$ cat config.mk
export PLATFORM = sky130hd
export DESIGN_NAME = txsw_writeback
export DESIGN_NICKNAME = d
export VERILOG_FILES = /design/src/logic/txsw_mem.v /design/src/logic/txsw_writeback.v
export VERILOG_INCLUDE_DIRS = /design/src /design/src/logic
export SDC_FILE = /design/constraint.sdc
export NUM_CORES = 1
export LEC_CHECK = 0
export BUFFER_PORTS_ARGS = -buffer_cell sky130_fd_sc_hd__buf_4
export CAP_MARGIN = 10
export CORE_MARGIN = 2
export CORE_UTILIZATION = 59
export DETAILED_ROUTE_END_ITERATION = 10
export PLACE_DENSITY = 0.79
export SLEW_MARGIN = 20
export SYNTH_ARGS = -nofsm -noshare
export SYNTH_HDL_FRONTEND = slang
export SYNTH_SLANG_ARGS = --single-unit
$ cat constraint.sdc
create_clock -name ref_clk -period 8.1 [get_ports ref_clk]
set_clock_uncertainty 0.2 [all_clocks]
set_input_delay 1.62 -clock ref_clk [delete_from_list [all_inputs] [get_ports ref_clk]]
set_output_delay 1.62 -clock ref_clk [all_outputs]
set_load 0.05 [all_outputs]
$ cat src/logic/txsw_regs.vh
// constants for the transmit status write-back block
// assumes a 10 MHz system clock and word-indexed register addresses
`ifndef TXSW_REGS_VH
`define TXSW_REGS_VH
`define TXSW_OWN 31
`define TXSW_ES 15
`define TXSW_TO 14
`define TXSW_LO 11
`define TXSW_NC 10
`define TXSW_LC 9
`define TXSW_EC 8
`define TXSW_HF 7
`define TXSW_CC_HI 6
`define TXSW_CC_LO 3
`define TXSW_LF 2
`define TXSW_UF 1
`define TXSW_DE 0
`define TXSW_A_MODE 4'h0
`define TXSW_A_STAT 4'h1
`define TXSW_A_MASK 4'h2
`define TXSW_A_LAST 4'h3
`define TXSW_A_COUNT 4'h4
`define TXSW_HIST_BIT 3
`define TXSW_LB_HI 11
`define TXSW_LB_LO 10
`define TXSW_LB_INTERNAL 2'h1
`define TXSW_SYM 23
`define TXSW_SPD10 24
`define TXSW_RESUME 0
`define TXSW_MODE_MASK 32'h01800C00
`define TXSW_I_TXINT 0
`define TXSW_I_JAB 3
`define TXSW_I_UNF 5
`define TXSW_IRQ_MASK 32'h00000029
`define TXSW_WINDOW_BYTES 11'h040
`define TXSW_MAX_COLL 4'hF
`define TXSW_CLK_MHZ 10
`define TXSW_JAB_US 2600
`define TXSW_JAB_CYC (`TXSW_JAB_US * `TXSW_CLK_MHZ)
`define TXSW_HB_NS 4000
`define TXSW_HB_CYC ((`TXSW_HB_NS * `TXSW_CLK_MHZ) / 1000)
`define TXSW_HIST_DEPTH 8
`define TXSW_HIST_AW 3
`endif

$ cat src/logic/txsw_mem.v
// small history memory of written-back status words
// assumes one clock; read data come from a register one cycle after the address
`timescale 1ns/1ps
`default_nettype none
`include "txsw_regs.vh"
module txsw_mem (
    input wire ref_clk,
    input wire ce,
    input wire wr_en,
    input wire [`TXSW_HIST_AW-1:0] wr_addr,
    input wire [31:0] wr_data,
    input wire [`TXSW_HIST_AW-1:0] rd_addr,
    output reg [31:0] rd_data
);
    reg [31:0] mem [0:`TXSW_HIST_DEPTH-1];

    always @(posedge ref_clk) begin
        if (ce) begin
            if (wr_en) begin
                mem[wr_addr] <= wr_data;
            end
            rd_data <= mem[rd_addr];
        end
    end
endmodule
`default_nettype wire

$ cat src/logic/txsw_writeback.v
// transmit status word builder and descriptor write-back, with register slave
// assumes tx engine on ref_clk; carrier and collision pins are asynchronous
//
// The Avalon-MM interface to the registers and the register offsets were decided locally.
`timescale 1ns/1ps
`default_nettype none
`include "txsw_regs.vh"
module txsw_writeback #(
    parameter JAB_CYCLES = `TXSW_JAB_CYC
) (
    input wire ref_clk,
    input wire rst_n,
    input wire ce,
    input wire [3:0] avs_address,
    input wire avs_read,
    input wire avs_write,
    input wire [31:0] avs_writedata,
    output reg [31:0] avs_readdata,
    output reg avs_waitrequest,
    output reg irq,
    input wire crs_pin,
    input wire col_pin,
    input wire frame_ready,
    input wire desc_own,
    input wire tx_busy,
    input wire [10:0] tx_bytes,
    input wire tx_fifo_empty,
    input wire tx_sent,
    input wire link_fail_in,
    output reg tx_go,
    output reg tx_abort,
    output reg tx_stopped,
    output reg tx_suspended,
    output reg wb_valid,
    output reg [31:0] wb_data,
    input wire wb_ready
);
    localparam [5:0] S_IDLE = 6'h01;
    localparam [5:0] S_WAIT = 6'h02;
    localparam [5:0] S_SEND = 6'h04;
    localparam [5:0] S_HB = 6'h08;
    localparam [5:0] S_WB = 6'h10;
    localparam [5:0] S_HALT = 6'h20;

    function has_bit;
        input [31:0] word;
        input [4:0] pos;
        begin
            has_bit = word[pos];
        end
    endfunction

    reg rst_m, rst_s;
    wire rst_sync_n = rst_s;
    always @(posedge ref_clk or negedge rst_n) begin
        if (!rst_n) begin
            rst_m <= 1'b0;
            rst_s <= 1'b0;
        end else begin
            rst_m <= 1'b1;
            rst_s <= rst_m;
        end
    end

    // three-stage pin sync; a change counts once stages two and three agree
    reg [2:0] crs_q, col_q;
    reg crs_f, col_f;
    always @(posedge ref_clk or negedge rst_sync_n) begin
        if (!rst_sync_n) begin
            crs_q <= 3'h0;
            col_q <= 3'h0;
            crs_f <= 1'b0;
            col_f <= 1'b0;
        end else if (ce) begin
            crs_q <= {crs_q[1:0], crs_pin};
            col_q <= {col_q[1:0], col_pin};
            if (crs_q[1] == crs_q[2]) begin
                crs_f <= crs_q[2];
            end
            if (col_q[1] == col_q[2]) begin
                col_f <= col_q[2];
            end
        end
    end
    reg col_d, crs_d;
    always @(posedge ref_clk or negedge rst_sync_n) begin
        if (!rst_sync_n) begin
            col_d <= 1'b0;
            crs_d <= 1'b0;
        end else if (ce) begin
            col_d <= col_f;
            crs_d <= crs_f;
        end
    end
    wire col_rise = col_f & ~col_d;
    wire crs_fall = crs_d & ~crs_f;

    reg [31:0] mode_reg, int_stat, int_mask, last_word, frame_cnt;
    wire loopback = (mode_reg[`TXSW_LB_HI:`TXSW_LB_LO] == `TXSW_LB_INTERNAL);

    reg [5:0] state;
    reg f_to, f_lo, f_nc, f_lc, f_ec, f_hf, f_lf, f_uf, f_de;
    reg [3:0] tally;
    reg crs_seen, retry, halt_stop;
    reg [31:0] jab_cnt;
    reg [15:0] hb_cnt;
    reg ev_txint, ev_jab, ev_unf;

    // assembled status word with own cleared
    reg [31:0] next_word;
    always @* begin
        next_word = 32'h00000000;
        next_word[`TXSW_OWN] = 1'b0;
        next_word[`TXSW_TO] = f_to;
        next_word[`TXSW_LO] = f_lo & ~loopback;
        next_word[`TXSW_NC] = f_nc & ~loopback;
        next_word[`TXSW_LC] = f_lc;
        next_word[`TXSW_EC] = f_ec;
        next_word[`TXSW_HF] = f_hf & ~f_to & ~f_uf;
        next_word[`TXSW_CC_HI:`TXSW_CC_LO] = tally;
        next_word[`TXSW_LF] = f_lf;
        next_word[`TXSW_UF] = f_uf;
        next_word[`TXSW_DE] = f_de;
        next_word[`TXSW_ES] = f_uf | f_ec | f_lc | f_to
            | (f_lo & ~loopback) | (f_nc & ~loopback);
    end

    always @(posedge ref_clk or negedge rst_sync_n) begin
        if (!rst_sync_n) begin
            state <= S_IDLE;
            {f_to, f_lo, f_nc, f_lc, f_ec, f_hf, f_lf, f_uf, f_de} <= 9'h000;
            tally <= 4'h0;
            crs_seen <= 1'b0;
            retry <= 1'b0;
            halt_stop <= 1'b0;
            jab_cnt <= 32'h00000000;
            hb_cnt <= 16'h0000;
            tx_go <= 1'b0;
            tx_abort <= 1'b0;
            tx_stopped <= 1'b0;
            tx_suspended <= 1'b0;
            wb_valid <= 1'b0;
            wb_data <= 32'h00000000;
            last_word <= 32'h00000000;
            frame_cnt <= 32'h00000000;
            ev_txint <= 1'b0;
            ev_jab <= 1'b0;
            ev_unf <= 1'b0;
        end else if (ce) begin
            tx_go <= 1'b0;
            tx_abort <= 1'b0;
            ev_txint <= 1'b0;
            ev_jab <= 1'b0;
            ev_unf <= 1'b0;
            case (state)
                S_IDLE: begin
                    // only a descriptor we own starts a frame
                    if (frame_ready && desc_own) begin
                        {f_to, f_lo, f_nc, f_lc, f_ec} <= 5'h00;
                        {f_hf, f_lf, f_uf, f_de} <= 4'h0;
                        tally <= 4'h0;
                        retry <= 1'b0;
                        state <= S_WAIT;
                    end
                end
                S_WAIT: begin
                    if (crs_f) begin
                        f_de <= 1'b1;
                    end else begin
                        tx_go <= 1'b1;
                        crs_seen <= 1'b0;
                        jab_cnt <= 32'h00000000;
                        f_lf <= link_fail_in & mode_reg[`TXSW_SYM];
                        state <= S_SEND;
                    end
                end
                S_SEND: begin
                    jab_cnt <= jab_cnt + 32'h00000001;
                    if (crs_f) begin
                        crs_seen <= 1'b1;
                    end
                    if (crs_fall && crs_seen) begin
                        f_lo <= 1'b1;
                    end
                    if (jab_cnt >= JAB_CYCLES - 1) begin
                        f_to <= 1'b1;
                        ev_jab <= 1'b1;
                        tx_abort <= 1'b1;
                        halt_stop <= 1'b1;
                        state <= S_WB;
                    end else if (tx_busy && tx_fifo_empty) begin
                        f_uf <= 1'b1;
                        ev_unf <= 1'b1;
                        tx_abort <= 1'b1;
                        halt_stop <= 1'b0;
                        state <= S_WB;
                    end else if (col_rise && tx_bytes >= `TXSW_WINDOW_BYTES) begin
                        f_lc <= 1'b1;
                        tx_abort <= 1'b1;
                        state <= S_WB;
                    end else if (col_rise) begin
                        tx_abort <= 1'b1;
                        retry <= 1'b1;
                        tally <= tally + 4'h1;
                        if (tally == `TXSW_MAX_COLL) begin
                            f_ec <= 1'b1;
                            state <= S_WB;
                        end else begin
                            state <= S_WAIT;
                        end
                    end else if (tx_sent) begin
                        f_nc <= ~crs_seen & ~crs_f;
                        hb_cnt <= 16'h0000;
                        // heartbeat only in 10 Mb mode and first attempt
                        if (mode_reg[`TXSW_SPD10] && !retry) begin
                            state <= S_HB;
                        end else begin
                            f_hf <= 1'b0;
                            state <= S_WB;
                        end
                    end
                end
                S_HB: begin
                    hb_cnt <= hb_cnt + 16'h0001;
                    if (col_rise) begin
                        state <= S_WB;
                    end else if (hb_cnt >= `TXSW_HB_CYC - 1) begin
                        f_hf <= 1'b1;
                        state <= S_WB;
                    end
                end
                S_WB: begin
                    if (!wb_valid) begin
                        wb_valid <= 1'b1;
                        wb_data <= next_word;
                    end else if (wb_ready) begin
                        wb_valid <= 1'b0;
                        last_word <= wb_data;
                        frame_cnt <= frame_cnt + 32'h00000001;
                        if (f_to || f_uf) begin
                            tx_stopped <= halt_stop;
                            tx_suspended <= ~halt_stop;
                            ev_txint <= f_uf;
                            state <= S_HALT;
                        end else begin
                            state <= S_IDLE;
                        end
                    end
                end
                S_HALT: begin
                    if (avs_write && !avs_waitrequest && avs_address == `TXSW_A_MODE
                        && avs_writedata[`TXSW_RESUME]) begin
                        tx_stopped <= 1'b0;
                        tx_suspended <= 1'b0;
                        state <= S_IDLE;
                    end
                end
                default: begin
                    state <= S_IDLE;
                end
            endcase
        end
    end

    // history memory of written-back words
    reg [`TXSW_HIST_AW-1:0] hist_wp;
    wire hist_we = ce & (state == S_WB) & wb_valid & wb_ready;
    wire [31:0] hist_rd;
    always @(posedge ref_clk or negedge rst_sync_n) begin
        if (!rst_sync_n) begin
            hist_wp <= {`TXSW_HIST_AW{1'b0}};
        end else if (hist_we) begin
            hist_wp <= hist_wp + 1'b1;
        end
    end
    txsw_mem u_hist (
        .ref_clk(ref_clk),
        .ce(ce),
        .wr_en(hist_we),
        .wr_addr(hist_wp),
        .wr_data(wb_data),
        .rd_addr(avs_address[`TXSW_HIST_AW-1:0]),
        .rd_data(hist_rd)
    );

    // avalon slave: two-cycle answer so history read data are ready
    reg ack_ph;
    wire take = (avs_read | avs_write) & ~avs_waitrequest;
    wire wr_take = avs_write & ~avs_waitrequest;
    reg [31:0] rd_mux;
    always @* begin
        rd_mux = 32'h00000000;
        if (avs_address[`TXSW_HIST_BIT]) begin
            rd_mux = hist_rd;
        end else begin
            case (avs_address)
                `TXSW_A_MODE: rd_mux = mode_reg;
                `TXSW_A_STAT: rd_mux = int_stat;
                `TXSW_A_MASK: rd_mux = int_mask;
                `TXSW_A_LAST: rd_mux = last_word;
                `TXSW_A_COUNT: rd_mux = frame_cnt;
                default: rd_mux = 32'h00000000;
            endcase
        end
    end

    wire [31:0] ev_vec = ({31'h0, ev_txint | ev_unf} << `TXSW_I_TXINT)
        | ({31'h0, ev_jab} << `TXSW_I_JAB) | ({31'h0, ev_unf} << `TXSW_I_UNF);
    wire [31:0] w1c = (wr_take && avs_address == `TXSW_A_STAT) ?
        avs_writedata : 32'h00000000;

    always @(posedge ref_clk or negedge rst_sync_n) begin
        if (!rst_sync_n) begin
            avs_waitrequest <= 1'b1;
            avs_readdata <= 32'h00000000;
            ack_ph <= 1'b0;
            mode_reg <= 32'h00000000;
            int_stat <= 32'h00000000;
            int_mask <= 32'h00000000;
            irq <= 1'b0;
        end else if (ce) begin
            if (take) begin
                avs_waitrequest <= 1'b1;
                ack_ph <= 1'b0;
            end else if ((avs_read || avs_write) && !ack_ph) begin
                ack_ph <= 1'b1;
            end else if ((avs_read || avs_write) && ack_ph) begin
                avs_waitrequest <= 1'b0;
                avs_readdata <= avs_read ? rd_mux : 32'h00000000;
            end
            if (wr_take && avs_address == `TXSW_A_MODE) begin
                mode_reg <= avs_writedata & `TXSW_MODE_MASK;
            end
            if (wr_take && avs_address == `TXSW_A_MASK) begin
                int_mask <= avs_writedata & `TXSW_IRQ_MASK;
            end
            // a new event wins over a simultaneous clear
            int_stat <= ((int_stat & ~w1c) | ev_vec) & `TXSW_IRQ_MASK;
            irq <= has_bit({31'h0, |(int_stat & int_mask)}, 5'h00);
        end
    end
endmodule
`default_nettype wire

# ---- Word-level counts from Yosys, hierarchy flattened
# Memories as Yosys holds them, arrays and structs flattened. A register that Yosys moved wholly into a read port is not among the register bits.
# Index checks and enable logic that the tools add are counted.
dict set report word_totals {
  reg_bits 230
  ram_bits 112
  in_bits 61
  out_inout_bits 71
  elab_cells 299
  memories 1
}
# name words word_bits read_ports rd_ports_with_merged_regs write_ports line_no
set mem_list {}
lappend mem_list {u_hist.mem 8 14 1 1 1 txsw_mem.v:15} ;# reg [31:0] mem [0:`TXSW_HIST_DEPTH-1];
dict set report op_classes {
  add_sub_neg 5
  order_cmp 3
  n_eq_ne 39
  muxes 115
  bitwise_logic 37
  reduce_logical 55
}
# operator count
set ops {}
lappend ops {{$pmux W32 S5} 1}
lappend ops {{$mux W32} 3}
lappend ops {{$mux W6} 14}
lappend ops {{$mux W16} 5}
lappend ops {{$mux W1} 68}
lappend ops {{$add A32 B1 Y32 const B} 2}
lappend ops {{$pmux W32 S2} 1}
lappend ops {{$ne A2 B2 Y1 const B} 23}
lappend ops {{$pmux W6 S6} 1}
lappend ops {{$ge A32 B15 Y1 const B} 1}
lappend ops {{$pmux W16 S2} 1}
lappend ops {{$reduce_or A32 Y1} 1}
lappend ops {{$reduce_and A4 Y1} 7}
lappend ops {{$pmux W1 S2} 12}
lappend ops {{$reduce_and A8 Y1} 3}
lappend ops {{$mux W4} 5}
lappend ops {{$add A16 B1 Y16 const B} 1}
lappend ops {{$ge A16 B6 Y1 const B} 1}
lappend ops {{$reduce_bool A2 Y1} 8}
lappend ops {{$reduce_and A7 Y1} 2}
lappend ops {{$and A1 B1 Y1} 13}
lappend ops {{$logic_and A1 B1 Y1} 13}
lappend ops {{$and A6 B6 Y6} 2}
lappend ops {{$reduce_and A2 Y1} 6}
lappend ops {{other kinds (34)} 60}

# ---- Logic depth before layout (Yosys ltp)
# Gate-level depths: netlist of run 1.
dict set report depth {
  ltp_word 9
  mapped_depth 8
  depth_no_buf 7
}

# ---- By module
# From an unflattened synthesis of run 1, not the netlist that was laid out.
dict set report unflattened {
  hier_cells 1361
  hier_area_um2 20324.5
}
# module n_inst cells_each area_per_inst_um2 seq_area_each_um2
set by_module_without_submodules {}
lappend by_module_without_submodules {txsw_mem 1 415 10789.1 8648.3}
lappend by_module_without_submodules {txsw_writeback 1 946 9535.4 4957.3}

# ---- Worst setup path after synthesis of run 1
# OpenSTA, ideal clock, no wires.
dict set report synth_timing {
  kind {input -> register}
  from {input ce}
  to {memory u_hist.mem[0][0] in the netlist's numbering, enable pin}
  setup_time_ns 0.421
  arrival_time_ns 4.055
  required_ns 7.479
  path_slack_ns 3.423
  path_stages 5
  n_path_buf 3
  cell_sequence {clkbuf_1 -> clkbuf_1 -> nand4_1 -> clkbuf_1 -> nor4_1}
}
dict set report synth_via {
  elab_chain_cells 6
}
# element line_no
set synth_lines {}
lappend synth_lines {{from (decl)} txsw_writeback.v:13} ;# input wire ce,
lappend synth_lines {{$and A1 B1 Y1 (3 in a row)} txsw_writeback.v:267} ;# wire hist_we = ce & (state == S_WB) & wb_valid & wb_ready;
lappend synth_lines {{$mux W1} txsw_mem.v:19} ;# if (wr_en) begin
lappend synth_lines {{$mux W1 (*)} txsw_mem.v:18} ;# if (ce) begin
lappend synth_lines {{$mux W1 (implied by the code) (*)} txsw_mem.v:20} ;# mem[wr_addr] <= wr_data;
lappend synth_lines {{to (decl)} txsw_mem.v:15}
# Every way passes the cells marked *; elsewhere a longest branch is shown, timed or not.

# ---- Final worst setup path of run 1
dict set report layout_timing {
  from {input ce}
  to {register avs_readdata[11]}
}
dict set report layout_via {
  elab_chain_cells 1
}
# element line_no
set layout_lines {}
lappend layout_lines {{$reduce_and A4 Y1 (no source line)} n/a}
lappend layout_lines {{to (signal assigned)} txsw_writeback.v:329} ;# avs_readdata <= avs_read ? rd_mux : 32'h00000000;
lappend layout_lines {{to (decl)} txsw_writeback.v:18} ;# output reg [31:0] avs_readdata,
# Every way passes these cells.
# A chain may end at the register's enable or synchronous reset.

==> metrics.md, run 1 <==
| Metric | Value |
|---|---|
| Die Footprint | 25000 um2 |
| Least-Margin Pin Slew | 0.947 ns |
| First-pass GRT wire length | 49200 um |
| Area grow syn2layout | 15.1% |
| Post-DRT Antenna Nets | 0 |
| Root Buffer | clkbuf_16 |
| Final setup TNS | 0 ns |
| Biggest register | u_hist.mem |
| Final Slew Violations | 0 |
| Gr ovfl total | 0 |
| Fin. Hold Viols | 0 |
| Max cap viols | 0 |
| Wire per inst | 20.1 um |
| # DRC | 0 |
| Initial core utilization | 60.0% |
| Via count | 9471 |
| Final WL | 31200 um |
| Iter 0 DRT Violations | 778 |
| Setup Viol. Count Final | 0 |
| Mapped Cells | 1126 |
| Diodes inserted | 0 |
| Number of synthesized flops with an enable pin | 126 |
| Largest net degree at the start of global routing | 197 |
| Reg2reg start | state[2]$_DFFE_PN0P_ |
| I/O Buffers | 82 |
| Synthesized flop and latch total | 324 |
| Core Box Area | 23400 um2 |
| Final cycle utilization of the critical path | 52.1% |
| Worst path cell trace | buf_4 > clkinv_1 > nor2_1 > and3_1 > nand4b_1 > a21oi_1 > a221o_1 |
| PD cells | 255 nW/um2 |
| Flop2flop setup slack | 4.82 ns |
| Pwr Total | 4.12 mW |
| Die height | 158 um |
| Most used DFF post-synth | dfrtp_1 |
| Main area contributors after synthesis | dfrtp_1 (35%), edfxtp_1 (27%), mux4_2 (4.5%) |
| Peak VDD IR | 0.149 mV |
| DP HPWL | 19500 um |
| Final net count | 1273 |
| Ys Warns | 0 |
| Max incr delay on CP | 0.64 ns |
| RSZ-0062 raised after global routing | no |
| Gr usage total | 25.5% |
| CP required | 8.35 ns |
| Ports | 132 |
| H-tree levels | 2 |
| Critical path endpoint category | register |
| Synth area leader | dfrtp_1 |
| HP Class | register to async pin |
| Final min period | 4.22 ns |
| DP Worst Slack | 3.45 ns |
| CP Launch Type | input port |
| Final worst-path setup slack | 3.88 ns |
| Post-CTS Hold Buffers | 0 |
| Clk Latency, worst-skew pair | 0.51 ns |
| Buf+Inv Stages, Crit Path | 2 |
| CP top delay family | simple AND/OR/NAND/NOR gates |
| Synth top area share | 34.9% |
| Crit path kind | input port to register |
| Register-to-Register Path Depth | 8 |
| Die width | 158 um |
| CTS tree | yes |
| Post_cts resized | 0 |
| Mean Syn Cell Area | 12.5 um2 |
| CTS Buf Count | 34 |
| Max_slew headroom | 36.7% |
| Crit-path slowest cell | clkinv_1 |
| Max reg flops | 112 |
| Critical Path AT | 4.47 ns |
| Initial antenna violation count | 0 |
| Share of flip-flops with an asynchronous set or reset | 61.1% |
| Vias per cell | 6.10 |
| Status | complete, no violations |
| Worst-path clk slew | 0.06 ns |
| Vias in the first global route | 9166 |
| Lkg Pwr | 6.62 nW |
| Reg2reg end | u_hist.mem[4][5]$_DFFE_PP_ |
| CTS Sinks | 324 |
| DRT Pass-1 Iters | 5 |
| Syn Std Cell Area | 14000 um2 |
| Fillers | 1650 |
| Layout cells sized above 1 | 20.1% |
| Rows | 56 |
| Largest fanout on the critical path | 17 |
| Synth unique cells | 67 |
| GP Congestion | 0.866 |
| Buffer depth of the longest clock path | 3 |
| Post-synthesis sequential area ratio | 62.3% |
| Max Clock Freq | 237 MHz |
| Post-CTS setup repair buffer count | 0 |
[worst max path at each step]
stage / startpoint / to / slack, ns / cells past startpoint
after floorplan: rst_s$_DFF_PN0_ / ack_ph$_DFFE_PN0P_ / 1.98 / 0
after global placement: ce / avs_readdata[11]$_DFFE_PN0P_ / 3.61 / 7
after detailed placement: ce / avs_readdata[10]$_DFFE_PN0P_ / 3.45 / 7
after CTS: ce / avs_readdata[11]$_DFFE_PN0P_ / 3.93 / 7
after global routing: ce / avs_readdata[11]$_DFFE_PN0P_ / 3.73 / 7
final: ce / avs_readdata[11]$_DFFE_PN0P_ / 3.88 / 7
[stage by stage]
stage	hold WS, ns	cells	utilization (%)	instance area (um2)
after global routing	0.150	1552	69.0	16200
final	0.102	1552	69.0	16200
after CTS	0.156	1550	68.9	16100
after global placement	0.139	1488	63.9	15000
after detailed placement	0.143	1488	63.9	15000
after floorplan	0.131	1143	-	14100
[synth_stat cells (all sizes together), types with 7 or more instances]
cell and instances:
a21oi 13, a22o 23, a22oi 28, a31oi 24, and3 18, and4 9, buf 27, clkbuf 45
dfrtp 196, edfxtp 126, inv 24, mux2 45, mux4 28, nand2 137, nand2b 8, nand3 31
nand4 14, nor2 77, nor3 39, nor4 19, o21ai 52, or3 7, xnor2 45, xor2 15
[cell type report]
type                    count  area, um2  area share [%]
clock buffers              41        941            5.82
flip-flops and latches    324       8740            54.1
clock inverters            21        228            1.41
well taps                 319        399            2.47
repair buffers            100        781            4.83
multi-input cells         722       4970            30.8
inverters                  25       93.8           0.581
[layout by cell type, fill, tap and decap left out, drive strengths merged, types with 18 or more instances in the layout]
cell type,instances
a22o,23
a22oi,28
a31oi,24
and3,18
buf,100
clkbuf,41
conb,19
dfrtp,196
edfxtp,126
inv,27
mux2,45
mux4,28
nand2,137
nand3,31
nor2,77
nor3,39
nor4,19
o21ai,52
xnor2,45
[cell families (layout without fill, tap and decap cells)]
kind of cell    Yosys count  count (layout)  share of synthesized area, %
simple gates            387             387                          13.4
buf+inv                  97             187                          3.18
compound gates          173             173                          8.46
xor+xnor                 60              60                          3.74
other cells               2              19                        0.0535
flops                   324             324                          62.3
fa+ha+maj                 5               5                         0.446
mux                      78              78                          8.46
[routing by layer]
metal	global-route usage [%]	vias up	wire length [um]
li1	-	4269	-
met1	35.1	4756	13000
met2	41.7	372	15300
met3	4.22	74	2000
met4	8.58	0	973
met5	0	-	0
[report_power, final]
group	leakage (nW)	internal [mW]	switching, mW
clock	0.573	0.966	0.643
combinational	2.28	0.202	0.374
sequential	3.77	1.81	0.117
[worst reg2reg max path: cells and delay by family (launching register included)]
family / cells / cell delay [ns]
buffers and inverters: 2 / 0.61
and+or+nand+nor: 6 / 1.71
DFF: 1 / 0.45
Note: power is estimated with default switching activity, not from simulation.
==> run 2, diff against run 1 <==
- clock period: 8.1 -> 3.9 ns (I/O delays scaled with it)
==> run 2 against run 1 <==
  * Routed wire length is essentially flat
  * Worst setup slack worse by 3.1 ns
  * Via count decreased by 0.16%
  * Design area rose by 0.35%
  * First-iteration DRC count is 9.3% higher
  * Count of clock-buffer cells in the layout grew 8
  * Sequential share of layout area is 0.19 points lower
  * Global-route usage hardly changed
  * Utilization up 0.24 points
  * Total power increased by 110%
  * Flip-flop and latch count unchanged
  * Die area stayed put
  * Critical path type is now register to register
==> metrics.md, run 2 (synthesis results as in run 1) <==
| Metric | Value |
|---|---|
| Status | complete, no violations |
| Least-Margin Pin Slew | 1.07 ns |
| Final WL | 31200 um |
| Final core utilization | 69.3% |
| CTS Sinks | 324 |
| Biggest register | u_hist.mem |
| Setup Viol. Count Final | 0 |
| RSZ-0062 raised after global routing | no |
| Gr usage total | 25.5% |
| Area grow syn2layout | 15.5% |
| I/O Buffers | 82 |
| Crit path kind | register to register |
| Core Box Area | 23400 um2 |
| Critical path endpoint category | register |
| Most frequent cells in the layout | dfrtp_1 (195), nand2_1 (137), edfxtp_1 (126) |
| H-tree levels | 2 |
| Via count | 9456 |
| Most common cell after layout, fill and taps aside | dfrtp_1 |
| Final min period | 3.08 ns |
| Final Slew Violations | 0 |
| Fillers | 1639 |
| CP Launch Type | register |
| Vias per cell | 6.05 |
| Fin. Hold Viols | 0 |
| Post-DRT Antenna Nets | 0 |
| Die Footprint | 25000 um2 |
| DP HPWL | 20200 um |
| Die width | 158 um |
| Ports | 132 |
| CP required | 4.09 ns |
| CTS tree | yes |
| Gr ovfl total | 0 |
| Lkg Pwr | 6.67 nW |
| Iter 0 DRT Violations | 850 |
| Post-CTS setup repair buffer count | 0 |
| DRT Pass-1 Iters | 6 |
| Largest net degree at the start of global routing | 84 |
| PD cells | 523 nW/um2 |
| Die height | 158 um |
| Peak VDD IR | 0.339 mV |
| Clk Latency, worst-skew pair | 0.51 ns |
| Final setup TNS | 0 ns |
| Max_slew headroom | 28.7% |
| Root Buffer | clkbuf_16 |
| Placed Area | 15100 um2 |
| Pwr Total | 8.48 mW |
| CTS Buf Count | 34 |
| Initial antenna violation count | 0 |
| Diodes inserted | 0 |
| Max cap viols | 0 |
| Max Clock Freq | 325 MHz |
| Vias in the first global route | 9233 |
| Initial core utilization | 60.0% |
| Layout cells sized above 1 | 20.4% |
| Final Cell Area | 16200 um2 |
| Buffer depth of the longest clock path | 3 |
| Rows | 56 |
| Post-CTS Hold Buffers | 1 |
| GP Congestion | 0.853 |
| HP Class | register to register |
| Largest fanout on the critical path | 7 |
| Wire per inst | 20.0 um |
| # DRC | 0 |
| Final cycle utilization of the critical path | 78.9% |
| Max reg flops | 112 |
| Critical Path AT | 3.27 ns |
| Worst-path clk slew | 0.06 ns |
| First-pass GRT wire length | 49200 um |
| Final net count | 1286 |
| Post_cts resized | 0 |
run 2: layer usage:
layer  track usage, %  wire length (um)  vias to the layer above
li1                 -                 -                     4278
met1             34.7             12800                     4726
met2             42.8             15700                      388
met3             3.59              1940                       64
met4             8.32               723                        0
met5                0                 0                        -
run 2: power breakdown:
part	total, mW	switching [mW]	internal [mW]
clock network	3.27	1.27	2.00
logic	1.19	0.765	0.423
registers	4.02	0.255	3.77
total	8.48	2.29	6.19
run 2: worst max-delay path, cell delays in order, from the launching register on:
cell     delay (ns)
dfrtp_1        0.41
ha_1           0.24
and3_4         0.16
or4_4          0.42
and3_4         0.21
or3b_1         0.49
o41ai_4        0.45
mux2_2         0.40
run 2: worst paths after layout:
kind	cells past startpoint	to	slack [ns]	from
hold / removal	0	rst_s$_DFF_PN0_	0.16	rst_m$_DFF_PN0_
setup reg to reg	7	state[4]$_DFFE_PN0P_	0.82	jab_cnt[0]$_DFFE_PN0P_
setup / recovery	7	state[4]$_DFFE_PN0P_	0.82	jab_cnt[0]$_DFFE_PN0P_
hold reg to reg	0	rst_s$_DFF_PN0_	0.16	rst_m$_DFF_PN0_
min in group asynchronous	0	jab_cnt[23]$_DFFE_PN0P_	0.22	rst_s$_DFF_PN0_
max in group asynchronous	1	avs_waitrequest$_DFFE_PN1P_	2.35	rst_s$_DFF_PN0_
run 2: cell type report:
type                       count  area, um2  area share (%)
sequential                   324       8740            53.9
multi-input combinational    722       4950            30.5
clock buffer                  49       1010            6.24
timing repair buffer         113        888            5.48
tap                          319        399            2.46
clock inverter                10        125           0.772
inverter                      25       93.8           0.579
run 2: per-stage QoR:
step	setup slack [ns]	hold slack [ns]	cells
6_report	0.822	0.158	1562
5_1_grt	0.659	0.165	1562
4_1_cts	0.837	0.158	1562
3_5_place_dp	0.668	0.141	1502
3_3_place_gp	0.708	0.140	1502
2_1_floorplan	0.0633	0.131	1143
==> run 3, diff against run 2 <==
- CORE_UTILIZATION: 59 -> 54
- PLACE_DENSITY: 0.79 -> 0.77
- clock period: 3.9 -> 2.6 ns (I/O delays scaled with it)
==> run 3 against run 2 <==
  * The flow now finishes with violations (setup timing)
  * Cell count up 6.3%
  * Combinational power up 85%
  * Clock power up 57%
  * Via count up 3.9%
  * Worst setup slack worse by 0.99 ns
  * Register-to-register slack worse by 0.99 ns
  * Critical path depth up 1
  * Highest routed layer unchanged
==> metrics.md, run 3 (synthesis results as in run 1) <==
| Metric | Value |
|---|---|
| Status | complete, but fails checks |
| Failing checks | setup timing |
| Max reg flops | 112 |
| Sequential power share | 45.0% |
| Max Clock Freq | 361 MHz |
| Combinational share of power | 16.6% |
| Switching Power | 3.64 mW |
| Via count | 9823 |
| DRT Pass-1 Iters | 5 |
| CP required | 2.80 ns |
| CP Launch Type | register |
| Critical path endpoint category | register |
| Vias in the first global route | 9793 |
| DP Worst Slack | -0.200 ns |
| Ports | 132 |
| Fillers | 1763 |
| Pwr Total | 13.3 mW |
| Final Slew Violations | 0 |
| GP Congestion | 0.893 |
| CTS Buf Count | 34 |
| Die width | 165 um |
| Max cap viols | 0 |
| Diodes inserted | 0 |
| Gr usage total | 24.9% |
| Clk Latency, worst-skew pair | 0.51 ns |
| I/O Buffers | 82 |
| Wire per inst | 20.2 um |
| Crit path kind | register to register |
| RSZ-0062 raised after global routing | yes |
| Rows | 59 |
| Critical Path AT | 2.97 ns |
| Lkg Pwr | 7.17 nW |
| Met2 usage | 40.7% |
| Largest fanout on the critical path | 6 |
| PD cells | 777 nW/um2 |
| Clock share of power | 38.4% |
| GR Layer Usage met1 | 33.1% |
| HP Class | input port to register |
| Final min period | 2.77 ns |
| Final net count | 1365 |
| Vias per cell | 5.92 |
| Fin. Hold Viols | 0 |
| Layout cells sized above 1 | 27.2% |
| Gr ovfl total | 0 |
| Post-DRT Antenna Nets | 0 |
| DP HPWL | 21900 um |
| Biggest register | u_hist.mem |
| Final worst-path setup slack | -0.167 ns |
| Most common cell after layout, fill and taps aside | dfrtp_1 |
| GRT met3 Usage | 4.47% |
| Most Crowded Layer GR | met2 |
| Final cycle utilization of the critical path | 106% |
| Switching fraction of total power | 27.3% |
| H-tree levels | 2 |
| P_int | 9.69 mW |
| Iter 0 DRT Violations | 982 |
| Final WL | 33500 um |
| # DRC | 0 |
| Initial antenna violation count | 0 |
| First-pass GRT wire length | 52500 um |
| Area grow syn2layout | 22.2% |
| Setup Viol. Count Final | 8 |
| Die Footprint | 27300 um2 |
| Root Buffer | clkbuf_16 |
| Buffer depth of the longest clock path | 3 |
| Die height | 165 um |
| Worst-path clk slew | 0.06 ns |
| Peak VDD IR | 0.649 mV |
| Largest net degree at the start of global routing | 88 |
| Core Box Area | 25800 um2 |
| CTS tree | yes |
| CTS Sinks | 324 |
| Least-Margin Pin Slew | 0.650 ns |
| Initial core utilization | 54.5% |
| Most frequent cells in the layout | dfrtp_1 (195), buf_4 (177), nand2_1 (136) |
| Max_slew headroom | 56.3% |
-- run 3: cell types whose count changed in the layout (fill, tap and decap cells not counted), moves of 3 or more --
cell | previous run | this run
mux2_2 | 45 | 41
nor2_2 | 0 | 4
o21ai_0 | 51 | 47
nor3_1 | 33 | 27
buf_6 | 0 | 4
mux2_4 | 0 | 4
nor3_2 | 6 | 11
buf_4 | 109 | 177
clkinv_1 | 4 | 7
buf_12 | 3 | 10
nor2_1 | 77 | 71
-- run 3: area by class of cell --
class	instances	area, um2	area share (%)
timing repair buffer	192	1580	9.23
tap	335	419	2.44
clock inverter	15	201	1.17
inverter	25	93.8	0.547
clock buffer	47	983	5.73
sequential	324	8740	51.0
multi-input combinational	722	5130	29.9
-- run 3: final timing paths --
path,from,cells past startpoint,slack [ns],endpoint
min reg2reg,rst_s$_DFF_PN0_,0,0.07,jab_cnt[19]$_DFFE_PN0P_
max reg2reg,jab_cnt[1]$_DFFE_PN0P_,8,-0.17,state[4]$_DFFE_PN0P_
max,jab_cnt[1]$_DFFE_PN0P_,8,-0.17,state[4]$_DFFE_PN0P_
max in group asynchronous,rst_s$_DFF_PN0_,1,1.28,avs_waitrequest$_DFFE_PN1P_
min,col_pin,2,0.04,col_q[0]$_DFFE_PN0P_
min in group asynchronous,rst_s$_DFF_PN0_,0,0.07,jab_cnt[19]$_DFFE_PN0P_
-- run 3: timing repair --
| item | in CTS | in global routing |
|---|---|---|
| endpoints found under the setup margin | 65 | 58 |
| endpoints found under the hold margin | 2 | 0 |
| hold buffers | 1 | 0 |
| gates resized for setup | 10 | 25 |
| gates cloned | 0 | 0 |
| setup buffers | 3 | 1 |
| pin swaps | 6 | 1 |
-- run 3: routing by layer --
layer,routed length (um),vias up
met5,0,-
met4,1260,0
met3,2240,84
met2,16200,359
met1,13700,4929
li1,-,4451
-- run 3: power by group through the flow --
| stage | Combinational, mW | Sequential (mW) | Clock, mW |
|---|---|---|---|
| after CTS | 2.14 | 5.99 | 5.19 |
| final | 2.20 | 6.00 | 5.12 |
| after floorplan | 0.981 | 6.38 | 0 |
| after global placement | 2.05 | 6.07 | 0 |
| after global routing | 2.37 | 6.03 | 5.40 |
| after detailed placement | 2.09 | 6.09 | 0 |
-- run 3: through the flow --
stage / setup TNS (ns) / instances / utilization [%] / hold WS [ns] / instance area, um2
after floorplan: -23.42 / 1143 / - / 0.0244 / 14200
after global placement: -1.81 / 1593 / 61.3 / 0.0962 / 15800
after detailed placement: -4.46 / 1593 / 61.3 / 0.0966 / 15800
after CTS: -0.738 / 1659 / 66.2 / 0.0294 / 17000
after global routing: -1.40 / 1660 / 66.6 / 0.0305 / 17200
final: -0.893 / 1660 / 66.6 / 0.0394 / 17200
-- run 3: worst max-delay path: stages (launching register included) --
cell	delay (ns)
dfrtp_1	0.39
ha_2	0.20
and3_4	0.15
or4_4	0.41
and3_4	0.17
or3b_4	0.41
buf_4	0.18
a211o_1	0.29
mux2_4	0.26
